[src/rtl/mce_regs.svh]
// Purpose: Register offsets, field positions and reset values
// Assumes: Byte addresses on a 32-bit Avalon-MM slave
// Notes: Definitions only
`ifndef MCE_REGS_SVH
`define MCE_REGS_SVH
`define MCE_OFS_RXA 3'h0 // Word index, byte 0x00
`define MCE_OFS_RXB 3'h1 // Byte 0x04
`define MCE_OFS_TXA 3'h2 // Byte 0x08
`define MCE_OFS_TXB 3'h3 // Byte 0x0c
`define MCE_OFS_CTL 3'h4 // Byte 0x10, multichannel_control
`define MCE_OFS_STS 3'h5 // Byte 0x14, current blocks
`define MCE_EN_RST 16'h0000 // All channels off
`define MCE_BLK_RST 2'h0 // Block select reset
`define MCE_CTL_RXON 0 // rx_multichannel_on
`define MCE_CTL_TXM 1 // tx_multichannel_setting, bits 2:1
`define MCE_CTL_RBA 4 // rx_block_select_a, bits 5:4
`define MCE_CTL_RBB 6 // rx_block_select_b, bits 7:6
`define MCE_CTL_TBA 8 // tx_block_select_a, bits 9:8
`define MCE_CTL_TBB 10 // tx_block_select_b, bits 11:10
`define MCE_STS_TX 4 // Current tx block, bits 6:4
`endif

[src/rtl/mce_pkg.sv]
// Purpose: Types and shared functions of the channel enable block
// Assumes: 128 channels in eight blocks of sixteen
// Notes: Constants live in mce_regs.svh
package mce_pkg;
	typedef logic [15:0] mce_en_t; // One enable per channel of a block
	typedef logic [1:0] mce_blk_t; // Block select within a partition
	// Transmit multichannel setting
	typedef enum logic [1:0] {
		MCE_TX_ALL = 2'h0,
		MCE_TX_SEL = 2'h1,
		MCE_TX_MASK = 2'h2,
		MCE_TX_SYM = 2'h3
	} mce_txm_e;
	// Bus slave states, Gray coded
	typedef enum logic {MCE_IDLE = 1'b0, MCE_ACK = 1'b1} mce_bus_e;
	// Bus slave state
	typedef struct packed {
		mce_bus_e st;
		logic wait_n; // Waitrequest level
		logic [31:0] rdata;
	} mce_bus_s;
	// Core state
	typedef struct packed {
		mce_en_t rxa, rxb, txa, txb;
		logic rx_on;
		logic [1:0] txm;
		mce_blk_t rba, rbb, tba, tbb;
		logic [2:0] rx_cur, tx_cur;
		logic rx_cp, tx_cp, dout, oe_b;
	} mce_core_s;
	// Absolute block: partition A even, B odd
	function automatic logic [2:0] abs_blk(input logic part_b, input mce_blk_t sel);
		abs_blk = {sel, part_b};
	endfunction
	// Absolute channel: sixteen per block plus bit index
	function automatic logic [6:0] abs_chan(input logic [2:0] blk, input logic [3:0] n);
		abs_chan = {blk, n};
	endfunction
	// Byte-lane merge of a 16-bit register
	function automatic mce_en_t wmerge(input mce_en_t old, input logic [31:0] wd, input logic [3:0] be);
		wmerge = {be[1] ? wd[15:8] : old[15:8], be[0] ? wd[7:0] : old[7:0]};
	endfunction
endpackage : mce_pkg

[src/rtl/mce_reg_if.sv]
// Purpose: Register access path between bus slave and core
// Assumes: Single clock
// Notes: wr is a one-cycle commit strobe
`timescale 1ns/1ps
interface mce_reg_if;
	logic wr; // Commit write this cycle
	logic [2:0] idx; // Word index
	logic [31:0] wdata; // Write data
	logic [3:0] be; // Byte enables
	logic [31:0] rdata; // Read data from core
	modport bus(output wr, idx, wdata, be, input rdata);
	modport core(input wr, idx, wdata, be, output rdata);
endinterface : mce_reg_if

[src/rtl/mce_avs.sv]
// Purpose: Avalon-MM slave with one wait state
// Assumes: Master holds request until waitrequest is low
// Notes: Write commits at the edge that ends the acknowledge cycle
`timescale 1ns/1ps
module mce_avs (
	input wire logic core_clk_i, // Clock
	input wire logic rst_b_i, // Async reset, low
	input wire logic [4:0] avs_address_i, // Byte address
	input wire logic avs_read_i, // Read request
	input wire logic avs_write_i, // Write request
	input wire logic [31:0] avs_writedata_i, // Write data
	input wire logic [3:0] avs_byteenable_i, // Byte lanes
	output logic [31:0] avs_readdata_o, // Read data
	output logic avs_waitrequest_o, // Stall
	mce_reg_if.bus rif // Core access
);
	mce_pkg::mce_bus_s s_q, s_d; // Slave state

	// Request always visible; commit only in the acknowledge cycle
	assign rif.idx = avs_address_i[4:2];
	assign rif.wdata = avs_writedata_i;
	assign rif.be = avs_byteenable_i;
	assign rif.wr = (s_q.st == mce_pkg::MCE_ACK) && avs_write_i;
	assign avs_readdata_o = s_q.rdata;
	assign avs_waitrequest_o = s_q.wait_n;

	// Next state
	always_comb begin
		s_d = s_q;
		unique case (s_q.st)
			mce_pkg::MCE_IDLE: begin
				// Capture read data so it stands with waitrequest low
				if (avs_read_i || avs_write_i) begin
					s_d.st = mce_pkg::MCE_ACK;
					s_d.wait_n = 1'b0;
					s_d.rdata = avs_read_i ? rif.rdata : 32'h0000_0000;
				end
			end
			mce_pkg::MCE_ACK: begin
				// Held request must not retrigger
				s_d.st = mce_pkg::MCE_IDLE;
				s_d.wait_n = 1'b1;
			end
		endcase
	end

	// State register
	always_ff @(posedge core_clk_i or negedge rst_b_i) begin
		if (!rst_b_i) begin
			s_q <= '{st: mce_pkg::MCE_IDLE, wait_n: 1'b1, rdata: 32'h0000_0000};
		end else begin
			s_q <= s_d;
		end
	end
endmodule // mce_avs

[src/rtl/mce_sel.sv]
// Purpose: Channel hit decode for one pair of enables
// Assumes: Channel number 0..127
// Notes: Purely combinational
`timescale 1ns/1ps
module mce_sel (
	input wire logic [6:0] chan_i, // Current channel
	input wire mce_pkg::mce_blk_t blk_a_i, // Partition A select
	input wire mce_pkg::mce_blk_t blk_b_i, // Partition B select
	input wire mce_pkg::mce_en_t en_a_i, // Partition A enables
	input wire mce_pkg::mce_en_t en_b_i, // Partition B enables
	output logic hit_o // Channel enabled
);
	logic part_b; // Odd block means partition B
	logic [2:0] blk; // Selected block of that partition

	// Bit n of a partition enables channel 16*block+n
	always_comb begin
		part_b = chan_i[4];
		blk = mce_pkg::abs_blk(part_b, part_b ? blk_b_i : blk_a_i);
		hit_o = 1'b0;
		if (chan_i == mce_pkg::abs_chan(blk, chan_i[3:0])) begin
			hit_o = part_b ? en_b_i[chan_i[3:0]] : en_a_i[chan_i[3:0]];
		end
	end
endmodule // mce_sel

[src/rtl/mce_top.sv]
// Purpose: Per-channel enable masks for multichannel serial operation
// Assumes: Serial framer supplies active flags and channel numbers
// Notes: Outputs lag the channel inputs by one clock
// Behaviour
// - Up to 32 channels each direction
// - Sixteen channels per partition block
// - Block selects steer enable bits
// - Receive A bit n enables channel
// - Receive B bit n enables channel
// - Transmit A bit n enables channel
// - Transmit B holds sixteen enable bits
// - Enables read/write, reset to zero
// - Even blocks A, odd blocks B
// - Data out floats unless channel driven
// - Mode bits turn selection on
// - No write to register on current block while its direction's selection is on
`timescale 1ns/1ps
`include "mce_regs.svh"
module mce_top (
	input wire logic core_clk_i, // 100 MHz clock
	input wire logic rst_b_i, // Async reset, low
	input wire logic [4:0] avs_address_i, // Byte address
	input wire logic avs_read_i, // Read request
	input wire logic avs_write_i, // Write request
	input wire logic [31:0] avs_writedata_i, // Write data
	input wire logic [3:0] avs_byteenable_i, // Byte lanes
	output logic [31:0] avs_readdata_o, // Read data
	output logic avs_waitrequest_o, // Stall
	input wire logic rx_active_i, // Receive word in progress
	input wire logic [6:0] rx_chan_i, // Receive channel number
	input wire logic tx_active_i, // Transmit word in progress
	input wire logic [6:0] tx_chan_i, // Transmit channel number
	input wire logic serial_data_i, // Transmit bit from shifter
	output logic rx_copy_en_o, // Receive word kept
	output logic tx_copy_en_o, // Transmit word loaded
	output logic serial_data_out_o, // Data pin value
	output logic serial_data_out_oe_b_o // Data pin enable, low drives
);
	mce_reg_if rif(); // Register path
	mce_pkg::mce_core_s s_q, s_d; // Core state
	logic rx_hit; // Receive channel selected
	logic tx_hit; // Transmit channel selected
	logic sym_cp; // Symmetric mode: rx selection
	logic sym_dr; // Symmetric mode: tx bits on rx blocks
	logic lk_rxa, lk_rxb, lk_txa, lk_txb; // Write locks
	logic tx_cp, tx_dr; // Copy and drive for this channel
	logic [2:0] rx_cur, tx_cur; // Block in use now

	// Bus front end
	mce_avs u_avs (
		.core_clk_i(core_clk_i),
		.rst_b_i(rst_b_i),
		.avs_address_i(avs_address_i),
		.avs_read_i(avs_read_i),
		.avs_write_i(avs_write_i),
		.avs_writedata_i(avs_writedata_i),
		.avs_byteenable_i(avs_byteenable_i),
		.avs_readdata_o(avs_readdata_o),
		.avs_waitrequest_o(avs_waitrequest_o),
		.rif(rif.bus)
	);

	// Receive selection
	mce_sel u_rx (
		.chan_i(rx_chan_i),
		.blk_a_i(s_q.rba),
		.blk_b_i(s_q.rbb),
		.en_a_i(s_q.rxa),
		.en_b_i(s_q.rxb),
		.hit_o(rx_hit)
	);

	// Transmit selection on transmit blocks
	mce_sel u_tx (
		.chan_i(tx_chan_i),
		.blk_a_i(s_q.tba),
		.blk_b_i(s_q.tbb),
		.en_a_i(s_q.txa),
		.en_b_i(s_q.txb),
		.hit_o(tx_hit)
	);

	// Symmetric mode: which words are loaded
	mce_sel u_sym_cp (
		.chan_i(tx_chan_i),
		.blk_a_i(s_q.rba),
		.blk_b_i(s_q.rbb),
		.en_a_i(s_q.rxa),
		.en_b_i(s_q.rxb),
		.hit_o(sym_cp)
	);

	// Symmetric mode: which loaded words drive the pin
	mce_sel u_sym_dr (
		.chan_i(tx_chan_i),
		.blk_a_i(s_q.rba),
		.blk_b_i(s_q.rbb),
		.en_a_i(s_q.txa),
		.en_b_i(s_q.txb),
		.hit_o(sym_dr)
	);

	// Current block follows the framer, held between words
	assign rx_cur = rx_active_i ? rx_chan_i[6:4] : s_q.rx_cur;
	assign tx_cur = tx_active_i ? tx_chan_i[6:4] : s_q.tx_cur;

	// Locks only while selection is on; off, software is free
	always_comb begin
		lk_rxa = s_q.rx_on && (mce_pkg::abs_blk(1'b0, s_q.rba) == rx_cur);
		lk_rxb = s_q.rx_on && (mce_pkg::abs_blk(1'b1, s_q.rbb) == rx_cur);
		lk_txa = (s_q.txm != 2'h0) && (mce_pkg::abs_blk(1'b0, s_q.tba) == tx_cur);
		lk_txb = (s_q.txm != 2'h0) && (mce_pkg::abs_blk(1'b1, s_q.tbb) == tx_cur);
	end

	// Copy and drive per transmit setting
	always_comb begin
		unique case (mce_pkg::mce_txm_e'(s_q.txm))
			mce_pkg::MCE_TX_ALL: begin
				// Selection off: everything sent
				tx_cp = 1'b1;
				tx_dr = 1'b1;
			end
			mce_pkg::MCE_TX_SEL: begin
				// Only selected words exist
				tx_cp = tx_hit;
				tx_dr = tx_hit;
			end
			mce_pkg::MCE_TX_MASK: begin
				// All loaded, selected ones drive
				tx_cp = 1'b1;
				tx_dr = tx_hit;
			end
			mce_pkg::MCE_TX_SYM: begin
				// Receive blocks reused, transmit bits gate the pin
				// A word that was never loaded must not reach the pin
				tx_cp = sym_cp;
				tx_dr = sym_cp && sym_dr;
			end
		endcase
	end

	// Register read mux; unmapped words read zero
	always_comb begin
		rif.rdata = 32'h0000_0000;
		unique case (rif.idx)
			`MCE_OFS_RXA: rif.rdata[15:0] = s_q.rxa;
			`MCE_OFS_RXB: rif.rdata[15:0] = s_q.rxb;
			`MCE_OFS_TXA: rif.rdata[15:0] = s_q.txa;
			`MCE_OFS_TXB: rif.rdata[15:0] = s_q.txb;
			`MCE_OFS_CTL: begin
				rif.rdata[`MCE_CTL_RXON] = s_q.rx_on;
				rif.rdata[`MCE_CTL_TXM +: 2] = s_q.txm;
				rif.rdata[`MCE_CTL_RBA +: 2] = s_q.rba;
				rif.rdata[`MCE_CTL_RBB +: 2] = s_q.rbb;
				rif.rdata[`MCE_CTL_TBA +: 2] = s_q.tba;
				rif.rdata[`MCE_CTL_TBB +: 2] = s_q.tbb;
			end
			`MCE_OFS_STS: begin
				rif.rdata[2:0] = s_q.rx_cur;
				rif.rdata[`MCE_STS_TX +: 3] = s_q.tx_cur;
			end
			default: rif.rdata = 32'h0000_0000;
		endcase
	end

	// Next state: register writes and channel outputs
	always_comb begin
		s_d = s_q;
		s_d.rx_cur = rx_cur;
		s_d.tx_cur = tx_cur;
		if (rif.wr) begin
			unique case (rif.idx)
				`MCE_OFS_RXA: if (!lk_rxa) s_d.rxa = mce_pkg::wmerge(s_q.rxa, rif.wdata, rif.be);
				`MCE_OFS_RXB: if (!lk_rxb) s_d.rxb = mce_pkg::wmerge(s_q.rxb, rif.wdata, rif.be);
				`MCE_OFS_TXA: if (!lk_txa) s_d.txa = mce_pkg::wmerge(s_q.txa, rif.wdata, rif.be);
				`MCE_OFS_TXB: if (!lk_txb) s_d.txb = mce_pkg::wmerge(s_q.txb, rif.wdata, rif.be);
				`MCE_OFS_CTL: begin
					if (rif.be[0]) begin
						s_d.rx_on = rif.wdata[`MCE_CTL_RXON];
						s_d.txm = rif.wdata[`MCE_CTL_TXM +: 2];
						// While selection is on, a select on, or moving onto, the current block is kept
						if (!lk_rxa && !(s_q.rx_on
							&& mce_pkg::abs_blk(1'b0, rif.wdata[`MCE_CTL_RBA +: 2]) == rx_cur))
							s_d.rba = rif.wdata[`MCE_CTL_RBA +: 2];
						if (!lk_rxb && !(s_q.rx_on
							&& mce_pkg::abs_blk(1'b1, rif.wdata[`MCE_CTL_RBB +: 2]) == rx_cur))
							s_d.rbb = rif.wdata[`MCE_CTL_RBB +: 2];
					end
					if (rif.be[1]) begin
						if (!lk_txa && !((s_q.txm != 2'h0)
							&& mce_pkg::abs_blk(1'b0, rif.wdata[`MCE_CTL_TBA +: 2]) == tx_cur))
							s_d.tba = rif.wdata[`MCE_CTL_TBA +: 2];
						if (!lk_txb && !((s_q.txm != 2'h0)
							&& mce_pkg::abs_blk(1'b1, rif.wdata[`MCE_CTL_TBB +: 2]) == tx_cur))
							s_d.tbb = rif.wdata[`MCE_CTL_TBB +: 2];
					end
				end
				default: s_d.rx_cur = rx_cur; // Status and holes ignore writes
			endcase
		end
		// Receive: selection only when the mode bit is set
		s_d.rx_cp = rx_active_i && (s_q.rx_on ? rx_hit : 1'b1);
		s_d.tx_cp = tx_active_i && tx_cp;
		// Pin floats between words and on undriven channels
		s_d.oe_b = !(tx_active_i && tx_dr);
		s_d.dout = tx_active_i && tx_dr && serial_data_i;
	end

	// State register; all enables cleared by reset
	always_ff @(posedge core_clk_i or negedge rst_b_i) begin
		if (!rst_b_i) begin
			s_q <= '{rxa: `MCE_EN_RST, rxb: `MCE_EN_RST, txa: `MCE_EN_RST, txb: `MCE_EN_RST,
				rx_on: 1'b0, txm: 2'h0, rba: `MCE_BLK_RST, rbb: `MCE_BLK_RST,
				tba: `MCE_BLK_RST, tbb: `MCE_BLK_RST, rx_cur: 3'h0, tx_cur: 3'h0,
				rx_cp: 1'b0, tx_cp: 1'b0, dout: 1'b0, oe_b: 1'b1};
		end else begin
			s_q <= s_d;
		end
	end

	assign rx_copy_en_o = s_q.rx_cp;
	assign tx_copy_en_o = s_q.tx_cp;
	assign serial_data_out_o = s_q.dout;
	assign serial_data_out_oe_b_o = s_q.oe_b;
endmodule // mce_top

[config.mk]
export PLATFORM = sky130hd
export DESIGN_NAME = mce_top
export DESIGN_NICKNAME = d
export VERILOG_FILES = /design/src/rtl/mce_pkg.sv /design/src/rtl/mce_reg_if.sv /design/src/rtl/mce_avs.sv /design/src/rtl/mce_sel.sv /design/src/rtl/mce_top.sv
export VERILOG_INCLUDE_DIRS = /design/src /design/src/rtl
export SDC_FILE = /design/constraint.sdc
export NUM_CORES = 1
export LEC_CHECK = 0
export BUFFER_PORTS_ARGS = -buffer_cell sky130_fd_sc_hd__buf_2
export CAP_MARGIN = 20
export CORE_MARGIN = 2
export CORE_UTILIZATION = 34
export CTS_CLUSTER_DIAMETER = 60
export DETAILED_ROUTE_END_ITERATION = 10
export GPL_TIMING_DRIVEN = 0
export PLACE_DENSITY_LB_ADDON = 0.15
export SLEW_MARGIN = 25
export SYNTH_ARGS = -nofsm -noshare
export SYNTH_HDL_FRONTEND = slang
export SYNTH_HIERARCHICAL = 1
export SYNTH_SLANG_ARGS = --single-unit
export TNS_END_PERCENT = 5
[constraint.sdc]
create_clock -name core_clk_i -period 2.6 [get_ports core_clk_i]
set_input_delay 0.13 -clock core_clk_i [delete_from_list [all_inputs] [get_ports core_clk_i]]
set_output_delay 0.13 -clock core_clk_i [all_outputs]
set_load 0.03 [all_outputs]
==> impl_metrics.json <==
{
  "drc": 0,
  "io_pins": 99,
  "clk_pin_slew_ns": 0.06,
  "drt-initial-drc-count": 356,
  "layout-drive-gt1-share_pct": 36.8,
  "clock_power_share_pct": 35.5,
  "ys_warn_count": 6,
  "syn_area_um2": 7160,
  "multi_input_area_um2": 3770,
  "cts.sinks": 119,
  "syn_inst": 554,
  "core_area_um2": 20800,
  "dp_hpwl_mm": 15.3,
  "dr.pass1.iters": 5,
  "grt_max_degree": 71,
  "setup_slack_ns": 0.362,
  "grt_pass1_wl_mm": 31.3,
  "gp_congestion": 0.851,
  "grt_pass1_vias": 5155,
  "post_cts_resized": 0,
  "viasPerCell": 5.35,
  "startpoint_type": "flop",
  "cts_tree": "built",
  "grt_overflow": 0,
  "peakVddDrop_mv": 0.399,
  "worst_setup_path_end_kind": "flop",
  "wire_per_inst_um": 21.7,
  "crit_arrival_ns": 2.53,
  "fin_total_pwr_mw": 6.84,
  "pwr-share-comb_pct": 25.6,
  "p_leak_nw": 3.99,
  "path_class": "reg -> reg",
  "cts-buffers-inserted": 17,
  "p_per_area_nw_per_um2": 801,
  "dr_total_vias": 5006,
  "critPathMaxFanout": 6,
  "slew_viol_final": 0,
  "n_antenna_cell": 0,
  "drt.antenna.violating_nets": 0,
  "fp.dieH_um": 149,
  "nets": 714,
  "dieArea_um2": 22200,
  "p_sw_mw": 2.13,
  "hold_ws_ns": 0.00766,
  "fin_util_pct": 41.0,
  "seqPwrFrac_pct": 38.9,
  "initial_core_util_pct": 34.4,
  "clock_path_buffers": 2,
  "clk_latency_ns": 0.42,
  "cellInternalPower_mw": 4.71,
  "fin_crit_ns": 2.24,
  "numPortBuffers": 50,
  "drv_cap": 0,
  "routed_wl_mm": 20.3,
  "root_buffer": "clkbuf_16",
  "fill_cells": 1960,
  "period_share_pct": 86.1,
  "postCtsSetupRepairBufs": 0,
  "syn_area_per_cell_um2": 12.9,
  "post-place-ws_ns": 0.274,
  "swShare_pct": 31.1,
  "status": "finished clean",
  "rows": 53,
  "fmax_mhz": 447,
  "area_delta_synth_final_pct": 19.4,
  "clock_skew_ns": 0.0106,
  "grtUsageTotal_pct": 18.9,
  "die_x_um": 149,
  "slew_headroom_pct": 48.9,
  "final-seq-area_um2": 2980,
  "finalSetupViolations": 0,
  "worst_slew_pin_slew_ns": 0.764,
  "fin_area_um2": 8540,
  "placement.cell_area_um2": 7840,
  "hold_class": "in -> reg",
  "htreeDepth": 4,
  "rsz0062_at_grt": "no",
  "critPathRequiredTime_ns": 2.90,
  "grt_antenna_before_repair": 1,
  "hold_viol": 0
}
## metrics by stage
step                TNS, ns  std cells
finish                    0        935
global route              0        935
CTS                       0        935
detailed placement        0        895
global placement     -15.30        894
floorplan                 0        569
## critical path, stage by stage, from the launching register on
cell,delay (ns)
dfrtp_1,0.42
and2_1,0.16
and2_0,0.13
buf_1,0.42
nand2_1,0.29
a211oi_1,0.33
mux2_2,0.37
## power by group through the flow
stage / combinational [mW] / sequential (mW) / clock, mW
after global placement: 1.70 / 2.66 / 0
final: 1.75 / 2.66 / 2.43
after CTS: 1.76 / 2.65 / 2.47
after floorplan: 1.15 / 2.67 / 0
after detailed placement: 1.74 / 2.68 / 0
after global routing: 1.90 / 2.71 / 2.57
## registers in the layout, summed over array words and instances, names as in the netlist
| name | flops |
|---|---|
| rx_copy_en_o | 1 |
| s_q | 81 |
| serial_data_out_o | 1 |
| serial_data_out_oe_b_o | 1 |
| tx_copy_en_o | 1 |
| u_avs/avs_readdata_o | 32 |
| u_avs/avs_waitrequest_o | 1 |
| u_avs/s_q | 1 |
## placed cells by master (no fill, tap or decap), types with 13 or more instances in the layout
master,n
buf_4,23
mux4_2,13
mux2i_1,36
buf_2,59
o21ai_0,13
mux2_4,16
conb_1,16
nand2_1,27
clkbuf_16,17
dfrtp_1,117
inv_1,16
mux4_1,16
mux2_2,66
a22o_1,32
## final timing paths
path / to / slack (ns) / startpoint / cells past startpoint
worst max-delay path: s_q[12] / 0.36 / u_avs/s_q[33] / 6
worst min-delay path: s_q[19] / 0.008 / avs_writedata_i[2] / 3
worst max register to register: s_q[12] / 0.36 / u_avs/s_q[33] / 6
worst min register to register: u_avs/avs_readdata_o[23] / 0.50 / u_avs/avs_readdata_o[23] / 1
max in group asynchronous: u_avs/avs_waitrequest_o / 1.67 / rst_b_i / 3
min in group asynchronous: u_avs/avs_readdata_o[26] / 0.21 / rst_b_i / 2
## per-layer routing
layer	track usage (%)	routed length (um)	vias to the layer above	share of wire (%)
li1	-	-	2266	-
met1	26.1	9450	2544	47
met2	30.3	9400	165	46
met3	4.01	1070	29	5.3
met4	4.81	331	2	1.6
met5	0	13	-	0.064
## timing repair
item	CTS	global route
hold buffers	9	0
endpoints found under the setup margin	0	0
endpoints found under the hold margin	66	0
## area by class of cell
| class | count | share of cell area [%] |
|---|---|---|
| inverter | 17 | 0.747 |
| timing repair buffer | 60 | 4.42 |
| sequential | 119 | 34.9 |
| clock inverter | 8 | 1.41 |
| buffer | 52 | 4.63 |
| tap | 275 | 4.03 |
| clock buffer | 23 | 5.71 |
| multi-input combinational | 381 | 44.2 |
No activity file was read; power rests on OpenSTA's default activity.
